**config.mk**
```make
export PLATFORM = sky130hd
export DESIGN_NAME = gcd_decoder
export DESIGN_NICKNAME = d
export VERILOG_FILES = /design/src/hw/gcd_pkg.sv /design/src/hw/gcd_decoder.sv
export VERILOG_INCLUDE_DIRS = /design/src /design/src/hw
export SDC_FILE = /design/constraint.sdc
export NUM_CORES = 2
export LEC_CHECK = 0
export BUFFER_PORTS_ARGS = -buffer_cell sky130_fd_sc_hd__buf_2
export CORE_MARGIN = 3
export CORE_UTILIZATION = 45
export DETAILED_ROUTE_END_ITERATION = 8
export PLACE_DENSITY = 0.67
export SYNTH_ARGS = -nofsm -noshare
export SYNTH_HDL_FRONTEND = slang
export SYNTH_SLANG_ARGS = --single-unit
```
**constraint.sdc**
```tcl
create_clock -name clk_in -period 11.7 [get_ports clk_in]
set_input_delay 1.755 -clock clk_in [delete_from_list [all_inputs] [get_ports clk_in]]
set_output_delay 1.755 -clock clk_in [all_outputs]
set_load 0.05 [all_outputs]
```
**src/hw/gcd_defines.svh**
```systemverilog
// Register offsets, reset values and memory-cycle budgets of the command decoder
`ifndef GCD_DEFINES_SVH
`define GCD_DEFINES_SVH
`define GCD_OFF_CMD      8'h00
`define GCD_OFF_STATUS   8'h04
`define GCD_OFF_DX       8'h08
`define GCD_OFF_DY       8'h0C
`define GCD_OFF_SHORT    8'h10
`define GCD_OFF_CUR_X    8'h14
`define GCD_OFF_CUR_Y    8'h18
`define GCD_OFF_ARC_X    8'h1C
`define GCD_OFF_ARC_Y    8'h20
`define GCD_OFF_COUNT    8'h24
`define GCD_OFF_BOUND    8'h28
`define GCD_OFF_SRC_X    8'h2C
`define GCD_OFF_SRC_Y    8'h30
`define GCD_OFF_SRC_DY   8'h34
`define GCD_OFF_CELL     8'h38
`define GCD_OFF_REPEAT   8'h3C
`define GCD_RST_WORD     16'h0000
`define GCD_RST_REPEAT   8'h01
`define GCD_CLKS_PER_T   8
`define GCD_T_LINE_INIT  9'h005
`define GCD_T_LINE_LOOP  9'h004
`define GCD_T_ARC_INIT   9'h00F
`define GCD_T_ARC_LOOP   9'h00A
`define GCD_T_AREA_INIT  9'h00A
`define GCD_T_AREA_LOOP  9'h004
`define GCD_T_CELL_INIT  9'h004
`define GCD_T_CELL_LOOP  9'h006
`define GCD_T_VP_INIT    9'h002
`define GCD_T_VP_LOAD    9'h005
`define GCD_T_VP_SAVE    9'h004
`define GCD_T_VP_MODIFY  9'h00A
`define GCD_T_MOVE_HV    9'h003
`define GCD_T_MOVE_DIAG  9'h004
`define GCD_T_CONTROL    9'h001
`define GCD_T_BND_POLY   9'h004
`define GCD_T_BND_ARC    9'h008
`define GCD_CODE_NOP     8'hC0
`define GCD_CODE_ABORT   8'hFF
`define GCD_CY_READ      2'h2
`define GCD_CY_WRITE     2'h3
`define GCD_CY_DISPLAY   2'h1
`define GCD_CY_REFRESH   2'h0
`endif

```
**src/hw/gcd_pkg.sv**
```systemverilog
// Types shared by the drawing command decoder
package gcd_pkg;
  typedef enum logic [3:0] {
    GCD_ST_IDLE = 4'h1,
    GCD_ST_INIT = 4'h2,
    GCD_ST_LOOP = 4'h4,
    GCD_ST_BND  = 4'h8
  } gcd_state_t;
  typedef enum logic [1:0] {
    GCD_END_NONE = 2'h0,
    GCD_END_TGT  = 2'h1,
    GCD_END_SRC  = 2'h2
  } gcd_end_t;
  typedef logic [15:0] gcd_word_t;
endpackage

```
**src/hw/gcd_decoder.sv**
```systemverilog
// Drawing command decoder and memory-cycle sequencer with Avalon-MM registers
//
// Local design decisions: the register offsets and the Avalon-MM interface to the registers.
`timescale 1ns/100ps
`default_nettype none
`include "gcd_defines.svh"

// Operation
// - Line codes, 5T start, 4T per dot
// - Arc codes, 15T start, 10T loop
// - Area codes, 10T start, polyarc 15T
// - Cell print codes, 4T start, 6T/word
// - Viewport codes, 2T start, 5/4/10T loops
// - Cursor move codes, 3/3/4T
// - 0xC0 no-op, 0xFF abort, 1T each
// - Destination mask adds one cycle per pel
// - Pel size bit; long pels add 2T to pen lines and arcs
// - Short relative bit selects short displacement
// - Pen and polarity bits choose pen
// - Fill start bit begins new fill
// - Viewport source pointer auto-increment direction
// - Repeat bit steps cell over window
// - Source mask adds three loop cycles; transparent print codes set the source mask without them
// - Down and left bits set direction
// - Transparent print skips colour zero pels
// - Destination deltas signed, source X unsigned
// - Memory cycle equals eight clocks
// - Loop extensions for masks and pens
// - Fill boundary pels add 4T/8T
// - Commands run only outside display slots
// - Two-bit cycle type per memory cycle
module gcd_decoder (
  input  wire logic              clk_in,
  input  wire logic              reset_in,
  input  wire logic [7:0]        avs_address_in,
  input  wire logic              avs_read_in,
  input  wire logic              avs_write_in,
  input  wire logic [31:0]       avs_writedata_in,
  input  wire logic [3:0]        avs_byteenable_in,
  output logic [31:0]            avs_readdata_out,
  output logic                   avs_waitrequest_out,
  input  wire logic              display_due_in,
  input  wire logic              refresh_due_in,
  input  wire logic [7:0]        pel_color_in,
  output logic [1:0]             cycle_type_out,
  output logic                   cycle_start_out,
  output logic                   pel_write_out,
  output logic                   busy_out,
  output logic                   dest_mask_out,
  output logic                   src_mask_out,
  output logic                   short_pel_out,
  output logic [1:0]             pen_mode_out
);
  import gcd_pkg::*;

  ////////////////////////////////////////////////////////////////////////////
  // Registers and state
  gcd_state_t  state_ff;
  gcd_end_t    end_ff;
  gcd_word_t   dx_ff, dy_ff, short_ff, cur_x_ff, cur_y_ff, arc_x_ff, arc_y_ff;
  gcd_word_t   count_ff, bound_ff, src_x_ff, src_y_ff, src_dy_ff, cell_ff;
  gcd_word_t   tgt_x_ff, tgt_y_ff;
  logic [7:0]  repeat_ff, code_ff;
  logic [2:0]  div_ff;
  logic [8:0]  phase_ff, loop_t_ff, bnd_t_ff;
  logic [23:0] units_ff;
  logic [15:0] bnd_units_ff;
  logic        abort_ff, vp_inc_ff, vp_xft_ff, transp_ff, fill_open_ff;

  // Decode results
  logic        dec_ok, dec_abort, dec_vp, dec_fill, dec_rep;
  logic [8:0]  dec_init, dec_loop, dec_bnd;
  logic [23:0] dec_units;
  gcd_end_t    dec_end;
  gcd_word_t   dec_tx, dec_ty, sel_dx, sel_dy, mag_dx, mag_dy;
  logic [7:0]  wcode;

  logic        wr_fire, rd_take, mem_tick, cmd_slot, cmd_fire, unit_end;
  logic [1:0]  cmd_type;

  function automatic gcd_word_t merge16(input gcd_word_t old, input logic [31:0] wd,
                                        input logic [3:0] be);
    merge16 = {be[1] ? wd[15:8] : old[15:8], be[0] ? wd[7:0] : old[7:0]};
  endfunction

  ////////////////////////////////////////////////////////////////////////////
  // Bus handshake: one wait cycle, then the request completes
  assign wr_fire  = avs_write_in && !avs_waitrequest_out;
  assign rd_take  = avs_read_in && avs_waitrequest_out;
  assign wcode    = avs_writedata_in[7:0];
  assign cmd_fire = wr_fire && avs_address_in == `GCD_OFF_CMD && avs_byteenable_in[0]
                    && state_ff == GCD_ST_IDLE && dec_ok;

  always_ff @(posedge clk_in)
  begin
    if (reset_in)
      avs_waitrequest_out <= 1'b1;
    else if ((avs_read_in || avs_write_in) && avs_waitrequest_out)
      avs_waitrequest_out <= 1'b0;
    else
      avs_waitrequest_out <= 1'b1;
  end

  // Read mux; unmapped offsets answer zero
  always_ff @(posedge clk_in)
  begin
    if (reset_in)
      avs_readdata_out <= 32'h0000_0000;
    else if (rd_take)
    begin
      unique case (avs_address_in)
        `GCD_OFF_CMD:    avs_readdata_out <= {24'h00_0000, code_ff};
        `GCD_OFF_STATUS: avs_readdata_out <= {27'h000_0000, fill_open_ff, abort_ff,
                                              cycle_type_out, busy_out};
        `GCD_OFF_DX:     avs_readdata_out <= {16'h0000, dx_ff};
        `GCD_OFF_DY:     avs_readdata_out <= {16'h0000, dy_ff};
        `GCD_OFF_SHORT:  avs_readdata_out <= {16'h0000, short_ff};
        `GCD_OFF_CUR_X:  avs_readdata_out <= {16'h0000, cur_x_ff};
        `GCD_OFF_CUR_Y:  avs_readdata_out <= {16'h0000, cur_y_ff};
        `GCD_OFF_ARC_X:  avs_readdata_out <= {16'h0000, arc_x_ff};
        `GCD_OFF_ARC_Y:  avs_readdata_out <= {16'h0000, arc_y_ff};
        `GCD_OFF_COUNT:  avs_readdata_out <= {16'h0000, count_ff};
        `GCD_OFF_BOUND:  avs_readdata_out <= {16'h0000, bound_ff};
        `GCD_OFF_SRC_X:  avs_readdata_out <= {16'h0000, src_x_ff};
        `GCD_OFF_SRC_Y:  avs_readdata_out <= {16'h0000, src_y_ff};
        `GCD_OFF_SRC_DY: avs_readdata_out <= {16'h0000, src_dy_ff};
        `GCD_OFF_CELL:   avs_readdata_out <= {16'h0000, cell_ff};
        `GCD_OFF_REPEAT: avs_readdata_out <= {24'h00_0000, repeat_ff};
        default:         avs_readdata_out <= 32'h0000_0000;
      endcase
    end
  end

  // Argument registers; cursor and source pointer are also moved by commands
  always_ff @(posedge clk_in)
  begin
    if (reset_in)
    begin
      dx_ff     <= `GCD_RST_WORD;
      dy_ff     <= `GCD_RST_WORD;
      short_ff  <= `GCD_RST_WORD;
      arc_x_ff  <= `GCD_RST_WORD;
      arc_y_ff  <= `GCD_RST_WORD;
      count_ff  <= `GCD_RST_WORD;
      bound_ff  <= `GCD_RST_WORD;
      src_dy_ff <= `GCD_RST_WORD;
      cell_ff   <= `GCD_RST_WORD;
      repeat_ff <= `GCD_RST_REPEAT;
    end
    else if (wr_fire)
    begin
      unique case (avs_address_in)
        `GCD_OFF_DX:     dx_ff     <= merge16(dx_ff, avs_writedata_in, avs_byteenable_in);
        `GCD_OFF_DY:     dy_ff     <= merge16(dy_ff, avs_writedata_in, avs_byteenable_in);
        `GCD_OFF_SHORT:  short_ff  <= merge16(short_ff, avs_writedata_in, avs_byteenable_in);
        `GCD_OFF_ARC_X:  arc_x_ff  <= merge16(arc_x_ff, avs_writedata_in, avs_byteenable_in);
        `GCD_OFF_ARC_Y:  arc_y_ff  <= merge16(arc_y_ff, avs_writedata_in, avs_byteenable_in);
        `GCD_OFF_COUNT:  count_ff  <= merge16(count_ff, avs_writedata_in, avs_byteenable_in);
        `GCD_OFF_BOUND:  bound_ff  <= merge16(bound_ff, avs_writedata_in, avs_byteenable_in);
        `GCD_OFF_SRC_DY: src_dy_ff <= merge16(src_dy_ff, avs_writedata_in, avs_byteenable_in);
        `GCD_OFF_CELL:   cell_ff   <= merge16(cell_ff, avs_writedata_in, avs_byteenable_in);
        `GCD_OFF_REPEAT: repeat_ff <= avs_byteenable_in[0] ? wcode : repeat_ff;
        default:         ;
      endcase
    end
  end

  ////////////////////////////////////////////////////////////////////////////
  // Command decode and cost budget
  // short relative displacement
  assign sel_dx = wcode[0] ? {{8{short_ff[7]}}, short_ff[7:0]} : dx_ff;
  assign sel_dy = wcode[0] ? {{8{short_ff[15]}}, short_ff[15:8]} : dy_ff;
  assign mag_dx = sel_dx[15] ? 16'(-sel_dx) : sel_dx;
  assign mag_dy = sel_dy[15] ? 16'(-sel_dy) : sel_dy;

  always_comb
  begin
    dec_ok    = 1'b1;
    dec_abort = 1'b0;
    dec_vp    = 1'b0;
    dec_fill  = 1'b0;
    dec_rep   = 1'b0;
    dec_init  = `GCD_T_CONTROL;
    dec_loop  = 9'h000;
    dec_bnd   = 9'h000;
    dec_units = 24'h00_0000;
    dec_end   = GCD_END_TGT;
    dec_tx    = 16'(cur_x_ff + sel_dx);
    dec_ty    = 16'(cur_y_ff + sel_dy);
    // control codes first: abort shares the rectangle prefix
    if (wcode == `GCD_CODE_ABORT)
    begin
      dec_abort = 1'b1;
      dec_end   = GCD_END_NONE;
    end
    else if (wcode == `GCD_CODE_NOP)
      dec_end = GCD_END_NONE;
    else
    begin
      casez (wcode)
        8'b000?_????:
        begin
          dec_init  = `GCD_T_LINE_INIT;
          dec_loop  = `GCD_T_LINE_LOOP;
          dec_units = {8'h00, count_ff};
        end
        8'b001?_????:
        begin
          dec_init  = `GCD_T_ARC_INIT;
          dec_loop  = `GCD_T_ARC_LOOP;
          dec_units = {8'h00, count_ff};
          dec_tx    = arc_x_ff;
          dec_ty    = arc_y_ff;
        end
        8'b1111_0???, 8'b0101_0???:
        begin
          dec_init  = `GCD_T_AREA_INIT;
          dec_loop  = `GCD_T_AREA_LOOP;
          dec_units = {8'h00, count_ff};
          if (wcode[7])
            dec_tx = cur_x_ff;
        end
        8'b0100_????, 8'b0110_????:
        begin
          dec_fill  = 1'b1;
          dec_init  = wcode[5] ? `GCD_T_ARC_INIT : `GCD_T_AREA_INIT;
          dec_loop  = `GCD_T_AREA_LOOP;
          dec_bnd   = wcode[5] ? `GCD_T_BND_ARC : `GCD_T_BND_POLY;
          dec_units = {8'h00, count_ff};
          if (wcode[5])
          begin
            dec_tx = arc_x_ff;
            dec_ty = arc_y_ff;
          end
        end
        // cell printing ends on the start row
        8'b1011_????, 8'b100?_??1?, 8'b1010_??1?:
        begin
          dec_rep  = wcode[3];
          dec_init = `GCD_T_CELL_INIT;
          dec_loop = `GCD_T_CELL_LOOP;
          dec_ty   = cur_y_ff;
          // step and repeat over the window
          dec_units = dec_rep ? 24'(count_ff * repeat_ff) : {8'h00, count_ff};
        end
        // viewport transfers; code 11 in the op field is not a command
        8'b1110_????:
        begin
          dec_vp    = 1'b1;
          dec_init  = `GCD_T_VP_INIT;
          dec_units = {8'h00, count_ff};
          dec_end   = GCD_END_SRC;
          unique case (wcode[2:1])
            2'b00:   dec_loop = `GCD_T_VP_LOAD;
            2'b01:   dec_loop = `GCD_T_VP_SAVE;
            2'b10:   dec_loop = `GCD_T_VP_MODIFY;
            default: dec_ok = 1'b0;
          endcase
        end
        // vertical move, down bit in bit1
        8'b1100_01??:
        begin
          dec_init = `GCD_T_MOVE_HV;
          dec_tx   = cur_x_ff;
          dec_ty   = wcode[1] ? 16'(cur_y_ff + mag_dy) : 16'(cur_y_ff - mag_dy);
        end
        8'b1101_????:
        begin
          dec_init = wcode[2] ? `GCD_T_MOVE_DIAG : `GCD_T_MOVE_HV;
          dec_tx   = wcode[3] ? 16'(cur_x_ff - mag_dx) : 16'(cur_x_ff + mag_dx);
          if (!wcode[2])
            dec_ty = cur_y_ff;
          else
            dec_ty = wcode[1] ? 16'(cur_y_ff + mag_dy) : 16'(cur_y_ff - mag_dy);
          if (wcode[1:0] == 2'b10 && !wcode[2])
            dec_ok = 1'b0;
        end
        default: dec_ok = 1'b0;
      endcase
      // destination mask costs one cycle per pel
      if (!dec_vp && wcode[2] && (dec_units != 24'h00_0000))
        dec_loop = 9'(dec_loop + 9'h001);
      // Moves and control codes use bit 2 as part of the code, not as a
      // mask bit, so they never pay the extra cycle
      // source mask and mask printing extras
      if (wcode[7:5] == 3'b100 && wcode[4])
        dec_loop = 9'(dec_loop + 9'h003);
      // pen lines and arcs use a cell pen
      if (wcode[7:6] == 2'b00 && wcode[3])
      begin
        dec_loop = 9'(dec_loop + cell_ff[8:0]);
        if (!wcode[1])
          dec_loop = 9'(dec_loop + 9'h002);
        if (wcode[4])
          dec_loop = 9'(dec_loop + 9'h003);
      end
    end
  end

  ////////////////////////////////////////////////////////////////////////////
  // Memory-cycle slots
  // one slot every eight clocks
  assign mem_tick = (div_ff == 3'(`GCD_CLKS_PER_T - 1));
  // display and refresh take the slot first
  assign cmd_slot = mem_tick && !display_due_in && !refresh_due_in
                    && state_ff != GCD_ST_IDLE;
  assign unit_end = (phase_ff == 9'h001);
  assign cmd_type = (state_ff != GCD_ST_INIT && unit_end) ? `GCD_CY_WRITE : `GCD_CY_READ;

  always_ff @(posedge clk_in)
  begin
    if (reset_in)
      div_ff <= 3'h0;
    else
      div_ff <= 3'(div_ff + 3'h1);
  end

  // cycle type and start strobe per slot
  always_ff @(posedge clk_in)
  begin
    if (reset_in)
    begin
      cycle_type_out  <= `GCD_CY_REFRESH;
      cycle_start_out <= 1'b0;
      pel_write_out   <= 1'b0;
    end
    else
    begin
      cycle_start_out <= mem_tick && (display_due_in || refresh_due_in || cmd_slot);
      // colour zero pels are not written in transparent print
      pel_write_out   <= cmd_slot && !abort_ff && cmd_type == `GCD_CY_WRITE
                         && (!transp_ff || pel_color_in != 8'h00);
      if (mem_tick && display_due_in)
        cycle_type_out <= `GCD_CY_DISPLAY;
      else if (mem_tick && refresh_due_in)
        cycle_type_out <= `GCD_CY_REFRESH;
      else if (cmd_slot)
        cycle_type_out <= cmd_type;
    end
  end

  ////////////////////////////////////////////////////////////////////////////
  // Sequencer
  always_ff @(posedge clk_in)
  begin
    if (reset_in)
    begin
      state_ff     <= GCD_ST_IDLE;
      phase_ff     <= 9'h000;
      loop_t_ff    <= 9'h000;
      bnd_t_ff     <= 9'h000;
      units_ff     <= 24'h00_0000;
      bnd_units_ff <= 16'h0000;
      end_ff       <= GCD_END_NONE;
    end
    else if (cmd_fire)
    begin
      state_ff     <= GCD_ST_INIT;
      phase_ff     <= dec_init;
      loop_t_ff    <= dec_loop;
      bnd_t_ff     <= dec_bnd;
      units_ff     <= dec_units;
      bnd_units_ff <= (dec_bnd != 9'h000) ? bound_ff : 16'h0000;
      end_ff       <= dec_end;
    end
    else if (cmd_slot)
    begin
      // abort ends the command at this boundary
      if (abort_ff)
        state_ff <= GCD_ST_IDLE;
      else if (!unit_end)
        phase_ff <= 9'(phase_ff - 9'h001);
      else if (state_ff == GCD_ST_LOOP && units_ff != 24'h00_0001)
      begin
        units_ff <= 24'(units_ff - 24'h00_0001);
        phase_ff <= loop_t_ff;
      end
      else if (state_ff == GCD_ST_BND && bnd_units_ff != 16'h0001)
      begin
        bnd_units_ff <= 16'(bnd_units_ff - 16'h0001);
        phase_ff     <= bnd_t_ff;
      end
      else if (state_ff == GCD_ST_INIT && units_ff != 24'h00_0000)
      begin
        state_ff <= GCD_ST_LOOP;
        phase_ff <= loop_t_ff;
      end
      else if (state_ff != GCD_ST_BND && bnd_units_ff != 16'h0000)
      begin
        state_ff <= GCD_ST_BND;
        phase_ff <= bnd_t_ff;
      end
      else
        state_ff <= GCD_ST_IDLE;
    end
  end

  // Abort request: a busy sequencer is stopped, an idle one runs it as 1T
  always_ff @(posedge clk_in)
  begin
    if (reset_in)
      abort_ff <= 1'b0;
    else if (wr_fire && avs_address_in == `GCD_OFF_CMD && avs_byteenable_in[0]
             && wcode == `GCD_CODE_ABORT)
      abort_ff <= 1'b1;
    else if (cmd_slot || state_ff == GCD_ST_IDLE)
      abort_ff <= 1'b0;
  end

  // Per-command mode flags and status
  always_ff @(posedge clk_in)
  begin
    if (reset_in)
    begin
      code_ff       <= 8'h00;
      busy_out      <= 1'b0;
      dest_mask_out <= 1'b0;
      src_mask_out  <= 1'b0;
      short_pel_out <= 1'b0;
      pen_mode_out  <= 2'h0;
      transp_ff     <= 1'b0;
      vp_inc_ff     <= 1'b0;
      vp_xft_ff     <= 1'b0;
      fill_open_ff  <= 1'b0;
      tgt_x_ff      <= `GCD_RST_WORD;
      tgt_y_ff      <= `GCD_RST_WORD;
    end
    else if (cmd_fire)
    begin
      code_ff       <= wcode;
      busy_out      <= !dec_abort;
      // destination mask applied to written pels
      dest_mask_out <= wcode[2] && (wcode[7:6] != 2'b11 || wcode[7:3] == 5'b11110);
      src_mask_out  <= (wcode[7:5] == 3'b100 && wcode[4]) || (wcode[7:4] == 4'b1010);
      short_pel_out <= wcode[1];
      // 0 single pel, 1 cell, 3 masked object
      pen_mode_out  <= (wcode[7:6] == 2'b00) ? {wcode[3] & wcode[4], wcode[3]} : 2'h0;
      transp_ff     <= (wcode[7:4] == 4'b1010);
      vp_inc_ff     <= dec_vp && wcode[0];
      vp_xft_ff     <= wcode[3];
      // a set start bit opens a fresh fill
      if (dec_fill)
        fill_open_ff <= wcode[3] | fill_open_ff;
      tgt_x_ff      <= dec_tx;
      tgt_y_ff      <= dec_ty;
    end
    else if (state_ff == GCD_ST_IDLE)
      busy_out <= 1'b0;
  end

  // Cursor: host writes while idle, commands set their end position
  always_ff @(posedge clk_in)
  begin
    if (reset_in)
    begin
      cur_x_ff <= `GCD_RST_WORD;
      cur_y_ff <= `GCD_RST_WORD;
    end
    else if (busy_out && state_ff == GCD_ST_IDLE && end_ff == GCD_END_TGT)
    begin
      cur_x_ff <= tgt_x_ff;
      cur_y_ff <= tgt_y_ff;
    end
    else if (busy_out && state_ff == GCD_ST_IDLE && end_ff == GCD_END_SRC)
    begin
      cur_x_ff <= src_x_ff;
      cur_y_ff <= src_y_ff;
    end
    else if (wr_fire && !busy_out && avs_address_in == `GCD_OFF_CUR_X)
      cur_x_ff <= merge16(cur_x_ff, avs_writedata_in, avs_byteenable_in);
    else if (wr_fire && !busy_out && avs_address_in == `GCD_OFF_CUR_Y)
      cur_y_ff <= merge16(cur_y_ff, avs_writedata_in, avs_byteenable_in);
  end

  // source pointer steps once per viewport word
  always_ff @(posedge clk_in)
  begin
    if (reset_in)
    begin
      src_x_ff <= `GCD_RST_WORD;
      src_y_ff <= `GCD_RST_WORD;
    end
    else if (cmd_slot && !abort_ff && state_ff == GCD_ST_LOOP && unit_end && vp_inc_ff)
    begin
      // X only counts up; Y follows the sign of the source step
      if (vp_xft_ff)
        src_x_ff <= 16'(src_x_ff + 16'h0001);
      else
        src_y_ff <= src_dy_ff[15] ? 16'(src_y_ff - 16'h0001) : 16'(src_y_ff + 16'h0001);
    end
    else if (wr_fire && !busy_out && avs_address_in == `GCD_OFF_SRC_X)
      src_x_ff <= merge16(src_x_ff, avs_writedata_in, avs_byteenable_in);
    else if (wr_fire && !busy_out && avs_address_in == `GCD_OFF_SRC_Y)
      src_y_ff <= merge16(src_y_ff, avs_writedata_in, avs_byteenable_in);
  end
endmodule // gcd_decoder
`default_nettype wire

```
; Word level (Yosys, flattened, before mapping)
; Index checks and enable logic that the tools add are counted.
[totals]
regBits = 380
latchBits = 0
mem_bits_rw = 0
rom_bits = 0
mem_count = 0
[classes]
add_sub_neg = 20
mul = 1
div = 0
magnitude_cmp = 0
eq_ne = 59
shifts = 0
n_mux = 122
bitwise = 2
reduce_logical = 124
[op_table]
columns = operator, n
row1 = $mux W16, 36
row2 = $pmux W16 S16, 1
row3 = $mux W24, 10
row4 = $mux W9, 24
row5 = $pmux W16 S5, 2
row6 = $reduce_and A3 Y1, 24
row7 = $add A16 B16 Y16, 4
row8 = $eq A8 B6 Y1 const B, 8
row9 = $mux W4, 12
row10 = $pmux W24 S2, 1
row11 = $reduce_bool A24 Y1, 2
row12 = $logic_and A1 B1 Y1, 40
row13 = $add A16 B1 Y16 const B, 2
row14 = $eq A8 B5 Y1 const B, 4
row15 = $neg A16 Y16, 2
row16 = $pmux W4 S8, 1
row17 = $sub A16 B1 Y16 const B, 2
row18 = $sub A16 B16 Y16, 2
row19 = $add A9 B2 Y9 const B, 3
row20 = $eq A4 B4 Y1 const B, 6
row21 = $mul A16 B8 Y24, 1
row22 = $ne A24 B1 Y1 const B, 1
row23 = $sub A24 B1 Y24 const B, 1
row24 = $mux W1, 22
row25 = other kinds (52), 117

; Longest topological paths before layout
[depth]
word_depth = 25
ltp_mapped = 36
mapped_depth_nobuf = 34

; Worst setup path after synthesis
; No wires, ideal clock.
[synth_path]
path_kind = reg2reg
start = register repeat_ff[2]
end = register loop_t_ff[8]
setup_time_ps = 116
t_arrival_ps = 8168
required_ps = 11584
setup_slack_ps = 3416
path_stages_with_launch = 32
path_cell_list = dfxtp_1 > clkbuf_1 > clkbuf_1 > nand2_1 > fa_1 > fa_1 > fa_1 > fa_1 > inv_1 > ha_1 > and3_1 > a22o_1 > o211a_1 > o31ai_1 > xnor2_1 > or4_1 > nor3b_2 > nor3_1 > mux2i_1 > ha_1 > nor2_1 > o21ba_2 > fa_1 > nor2b_1 > o21ai_0 > nor3b_1 > or3_1 > nor3_1 > xor2_1 > nand4_1 > xnor2_1 > a31o_2
[synth_between]
elab_chain_cells = 25
[synth_rtl]
columns = element, line_no
row1 = "start, declared", gcd_decoder.sv:63  ; logic [7:0] repeat_ff, code_ff;
row2 = "start signal, assigned", gcd_decoder.sv:148  ; repeat_ff <= `GCD_RST_REPEAT;
row3 = "start signal, assigned", gcd_decoder.sv:162  ; `GCD_OFF_REPEAT: repeat_ff <= avs_byteenable_in[0] ? wcode : repeat_ff;
row4 = $mul A16 B8 Y24 *, gcd_decoder.sv:244  ; dec_units = dec_rep ? 24'(count_ff * repeat_ff) : {8'h00, count_ff};
row5 = $mux W24 *, gcd_decoder.sv:244
row6 = $pmux W24 S2 *, gcd_decoder.sv:200  ; casez (wcode)
row7 = $mux W24 *, gcd_decoder.sv:196  ; else if (wcode == `GCD_CODE_NOP)
row8 = $mux W24 *, gcd_decoder.sv:191  ; if (wcode == `GCD_CODE_ABORT)
row9 = $reduce_bool A24 Y1 *, gcd_decoder.sv:281  ; if (!dec_vp && wcode[2] && (dec_units != 24'h00_0000))
row10 = $logic_and A1 B1 Y1 *, gcd_decoder.sv:281
row11 = $mux W9 *, gcd_decoder.sv:281
row12 = (+9 left out), --
row13 = $mux W9, gcd_decoder.sv:289  ; if (wcode[7:6] == 2'b00 && wcode[3])
row14 = $mux W9, gcd_decoder.sv:196
row15 = $mux W9, gcd_decoder.sv:191
row16 = $add A9 B2 Y9, gcd_decoder.sv:295  ; dec_loop = 9'(dec_loop + 9'h003);
row17 = $mux W9, gcd_decoder.sv:294  ; if (wcode[4])
row18 = $mux W9 *, gcd_decoder.sv:289
row19 = $mux W9 *, gcd_decoder.sv:196
row20 = $mux W9 *, gcd_decoder.sv:191
row21 = "end signal, assigned", gcd_decoder.sv:360  ; loop_t_ff <= dec_loop;
row22 = "end, declared", gcd_decoder.sv:65  ; logic [8:0] phase_ff, loop_t_ff, bnd_t_ff;
; Every way passes the cells marked *; elsewhere a longest branch is shown, timed or not. The select of a mux whose other input is x is not followed.
; A chain may end at the register's enable or synchronous reset.

; Worst setup path after layout
; Same ends and word-level chain as after synthesis.

==> results.cfg <==
[cells_and_area]
layout.cell_area.non_filler_um2 = 30100
largest_register_ffs = 24
syn2layout_area_growth_pct = 7.95
n_fill_cell = 6055
post_route_cells_drive_above_1_share_pct = 6.86
final_nets = 3917
regMostFlops = units_ff

[clock_network]
cts.root.buffer_cell = sky130_fd_sc_hd__clkbuf_16
cts_post_setup_buffers_inserted = 0
cts_hold_repair.buffers = 0
total_clock_buffers_created_by_cts = 42
ctsResizeCount = 0
cts_num_sinks = 355
worstSkewPairLatency_ns = 0.59
path_clk_slew_ns = 0.06
cts-root-to-sink-buffers = 3
h_tree_depth = 2
cts_tree = yes

[placed_design]
buffer_ports.inserted = 66
globalplace.congestion = 0.994
dpl_cell_area_um2 = 28700
hpwlAfterDp_um = 71200

[timing]
rsz0062_at_grt = no
slew_violations = 0
setup_viol_count_final = 0
period_minus_slack_ns = 9.30
fmax_mhz = 108
period_share_pct = 79.5
setup_tns_ns = 0
hold_viol_final = 0
timing.clock.skew_ns = 0.0231
max_slew.worst_pin.slew_ns = 1.28
slew_headroom_pct = 13.9
worst_case_hold_slack_ns = 0.424

[grt]
global_route.overflow_total = 0
maximum_number_of_pins_on_one_net_before_global_route_repair = 131
grt_usage_pct = 29.9
grt_first_pass_wirelength_um = 152000
antenna_found_initial = 2
grt_pass1_vias = 25500

[worst_hold_path]
worstHoldEndpoint = div_ff[0]
hp-class = reg -> reg
worst_hold_path.num_cells = 1
hp-start = div_ff[0]

[die]
number_of_placed_i_o_pins = 101
chipWidth_um = 255
rows = 90
die_area_um2 = 65000
die_height_um = 255
start_util_pct = 45.9
placeable_core_region_um2 = 60800

[yosys]
post_synth_num_cell_types = 98
synth.top_cells.by_area = sky130_fd_sc_hd__dfxtp_1, sky130_fd_sc_hd__a21oi_1, sky130_fd_sc_hd__nand2_1
synth_edf_count = 0
synth_compound_gate_area_share_pct = 24.6
area_fraction_of_the_dominant_cell_type_after_synthesis_pct = 25.5
muxShareOfSynthArea_pct = 3.52
ys_seq_elements = 355
synth-adder-area-share_pct = 12.7
synth_top_family_by_area = compound AO/OA/AOI/OAI gates
synth.most_common_cell = sky130_fd_sc_hd__nand2_1
post_synth_and_or_nand_nor_area_fraction_pct = 22.9
synth_area_um2 = 27900
yosys_warnings = 0
synth_common_cells = sky130_fd_sc_hd__nand2_1, sky130_fd_sc_hd__a21oi_1, sky130_fd_sc_hd__dfxtp_1
synthesis.area_per_instance_um2 = 7.55
synthXorXnorAreaFrac_pct = 4.92
synth-seq-area-share_pct = 25.5
ys.flop_type = sky130_fd_sc_hd__dfxtp_1
post_synth_inst_count = 3696
netlist.top_cell.by_area = sky130_fd_sc_hd__dfxtp_1
synth_async_reset_ratio_pct = 0

[route]
detail_route.vias_per_cell = 6.33
finalWirelength_um = 99700
drt_drc_violations_left = 0
drt_pass1_iterations = 6
dr_total_vias = 28100
initialDrtViolationCount = 3684
post_drt_wl_per_cell_um = 22.4
antenna_left = 0

[power_and_ir_drop]
power.switching_fraction_pct = 26.1
power.share.sequential_pct = 43.8
total_switching_power_mw = 0.722
vdd.ir_drop.worst_uv = 111
internal_power_mw = 2.05
p_per_area_nw_per_um2 = 91.9
clock_power_share_pct = 49.1
p_leak_nw = 11.9
pwr-share-comb_pct = 7.2

[worst_setup_path]
timing.reg2reg.worst_path_depth = 28
reg2reg_to = loop_t_ff[8]
timing.reg2reg.setup_slack_ns = 2.40
crit_path_max_fanout = 18
critical_path_s_largest_stage_delay_ns = 0.84
crit_path_end_kind = register
cp.required_ns = 12.16
crit_path_frequent_cell = sky130_fd_sc_hd__fa_1
critical_path.reg2reg.startpoint = repeat_ff[2]
crit_path_top_delay_cell = sky130_fd_sc_hd__dfxtp_1
timing.setup.critical_path_class = reg -> reg
worst-endpoint-arrival_ns = 9.76
cp-start-kind = register

[run_status]
status = completed

[job]
maxCapViolations = 0
## cells by family after synthesis
kind of cell	Yosys count
adder cells (fa/ha/maj)	229
buffers and inverters	415
multiplexers	95
XOR/XNOR	155
flip-flops	355
AND/OR/NAND/NOR	1381
other	1
AO/OA/AOI/OAI	1065
## worst max-delay path by stage
stage,endpoint,startpoint,slack (ns)
floorplan,loop_t_ff[8],repeat_ff[2],3.42
global placement,loop_t_ff[8],repeat_ff[2],2.59
detailed placement,loop_t_ff[8],repeat_ff[2],2.48
CTS,loop_t_ff[8],repeat_ff[2],2.44
global route,loop_t_ff[8],repeat_ff[2],1.66
finish,loop_t_ff[8],repeat_ff[2],2.40
## power groups by stage
| stage | clock, mW | sequential, mW | combinational (mW) |
|---|---|---|---|
| 6_report | 1.36 | 1.21 | 0.198 |
| 5_1_grt | 1.42 | 1.21 | 0.208 |
| 4_1_cts | 1.37 | 1.21 | 0.191 |
| 3_5_place_dp | 0 | 1.24 | 0.190 |
| 3_3_place_gp | 0 | 1.24 | 0.190 |
| 2_1_floorplan | 0 | 1.24 | 0.131 |
## stage by stage
step | utilization (%) | power (mW) | cells | setup slack, ns
final | 49.5 | 2.77 | 4443 | 2.40
after global routing | 49.5 | 2.83 | 4441 | 1.66
after CTS | 49.5 | 2.77 | 4441 | 2.44
after detailed placement | 47.2 | 1.43 | 4368 | 2.48
after global placement | 47.2 | 1.43 | 4368 | 2.59
after floorplan | - | 1.37 | 3713 | 3.42
## critical path, delay by kind of cell (launching register included)
family	cells	cell delay [ns]
compound gates	5	1.18
xor+xnor	2	0.43
fa+ha+maj	7	3.17
buf+inv	1	0.04
flops	1	0.84
mux	1	0.38
simple gates	12	3.17
## cell type report
cell class	instances	area (um2)	area share, %
clock buffers	59	1250	4.14
multi-input cells	2943	19300	64.0
clock inverters	14	139	0.461
flip-flops and latches	355	7110	23.6
repair buffers	116	716	2.38
well taps	782	978	3.25
inverters	172	646	2.14
diodes	2	5.00	0.0166
## per-layer routing
metal	global-route usage (%)	wire length, um	vias up	share of wire, %
met1	40.9	41800	13300	42
met4	14.7	5480	0	5.5
met3	5.44	9710	311	9.7
met5	0	0	-	0
met2	45.6	42600	1431	43
li1	-	-	13100	-
## cell usage in the layout, fill, tap and decap left out, types with 104 or more instances in the layout
cell type / synthesis / final
sky130_fd_sc_hd__o21ai_0: 136 / 136
sky130_fd_sc_hd__xnor2_1: 111 / 111
sky130_fd_sc_hd__nor3_1: 109 / 104
sky130_fd_sc_hd__ha_1: 139 / 139
sky130_fd_sc_hd__inv_1: 170 / 170
sky130_fd_sc_hd__nand2_1: 534 / 534
sky130_fd_sc_hd__nor2_1: 324 / 320
sky130_fd_sc_hd__a21oi_1: 408 / 408
sky130_fd_sc_hd__dfxtp_1: 355 / 355
sky130_fd_sc_hd__nand3_1: 115 / 115
Note: power is estimated with default switching activity, not from simulation.
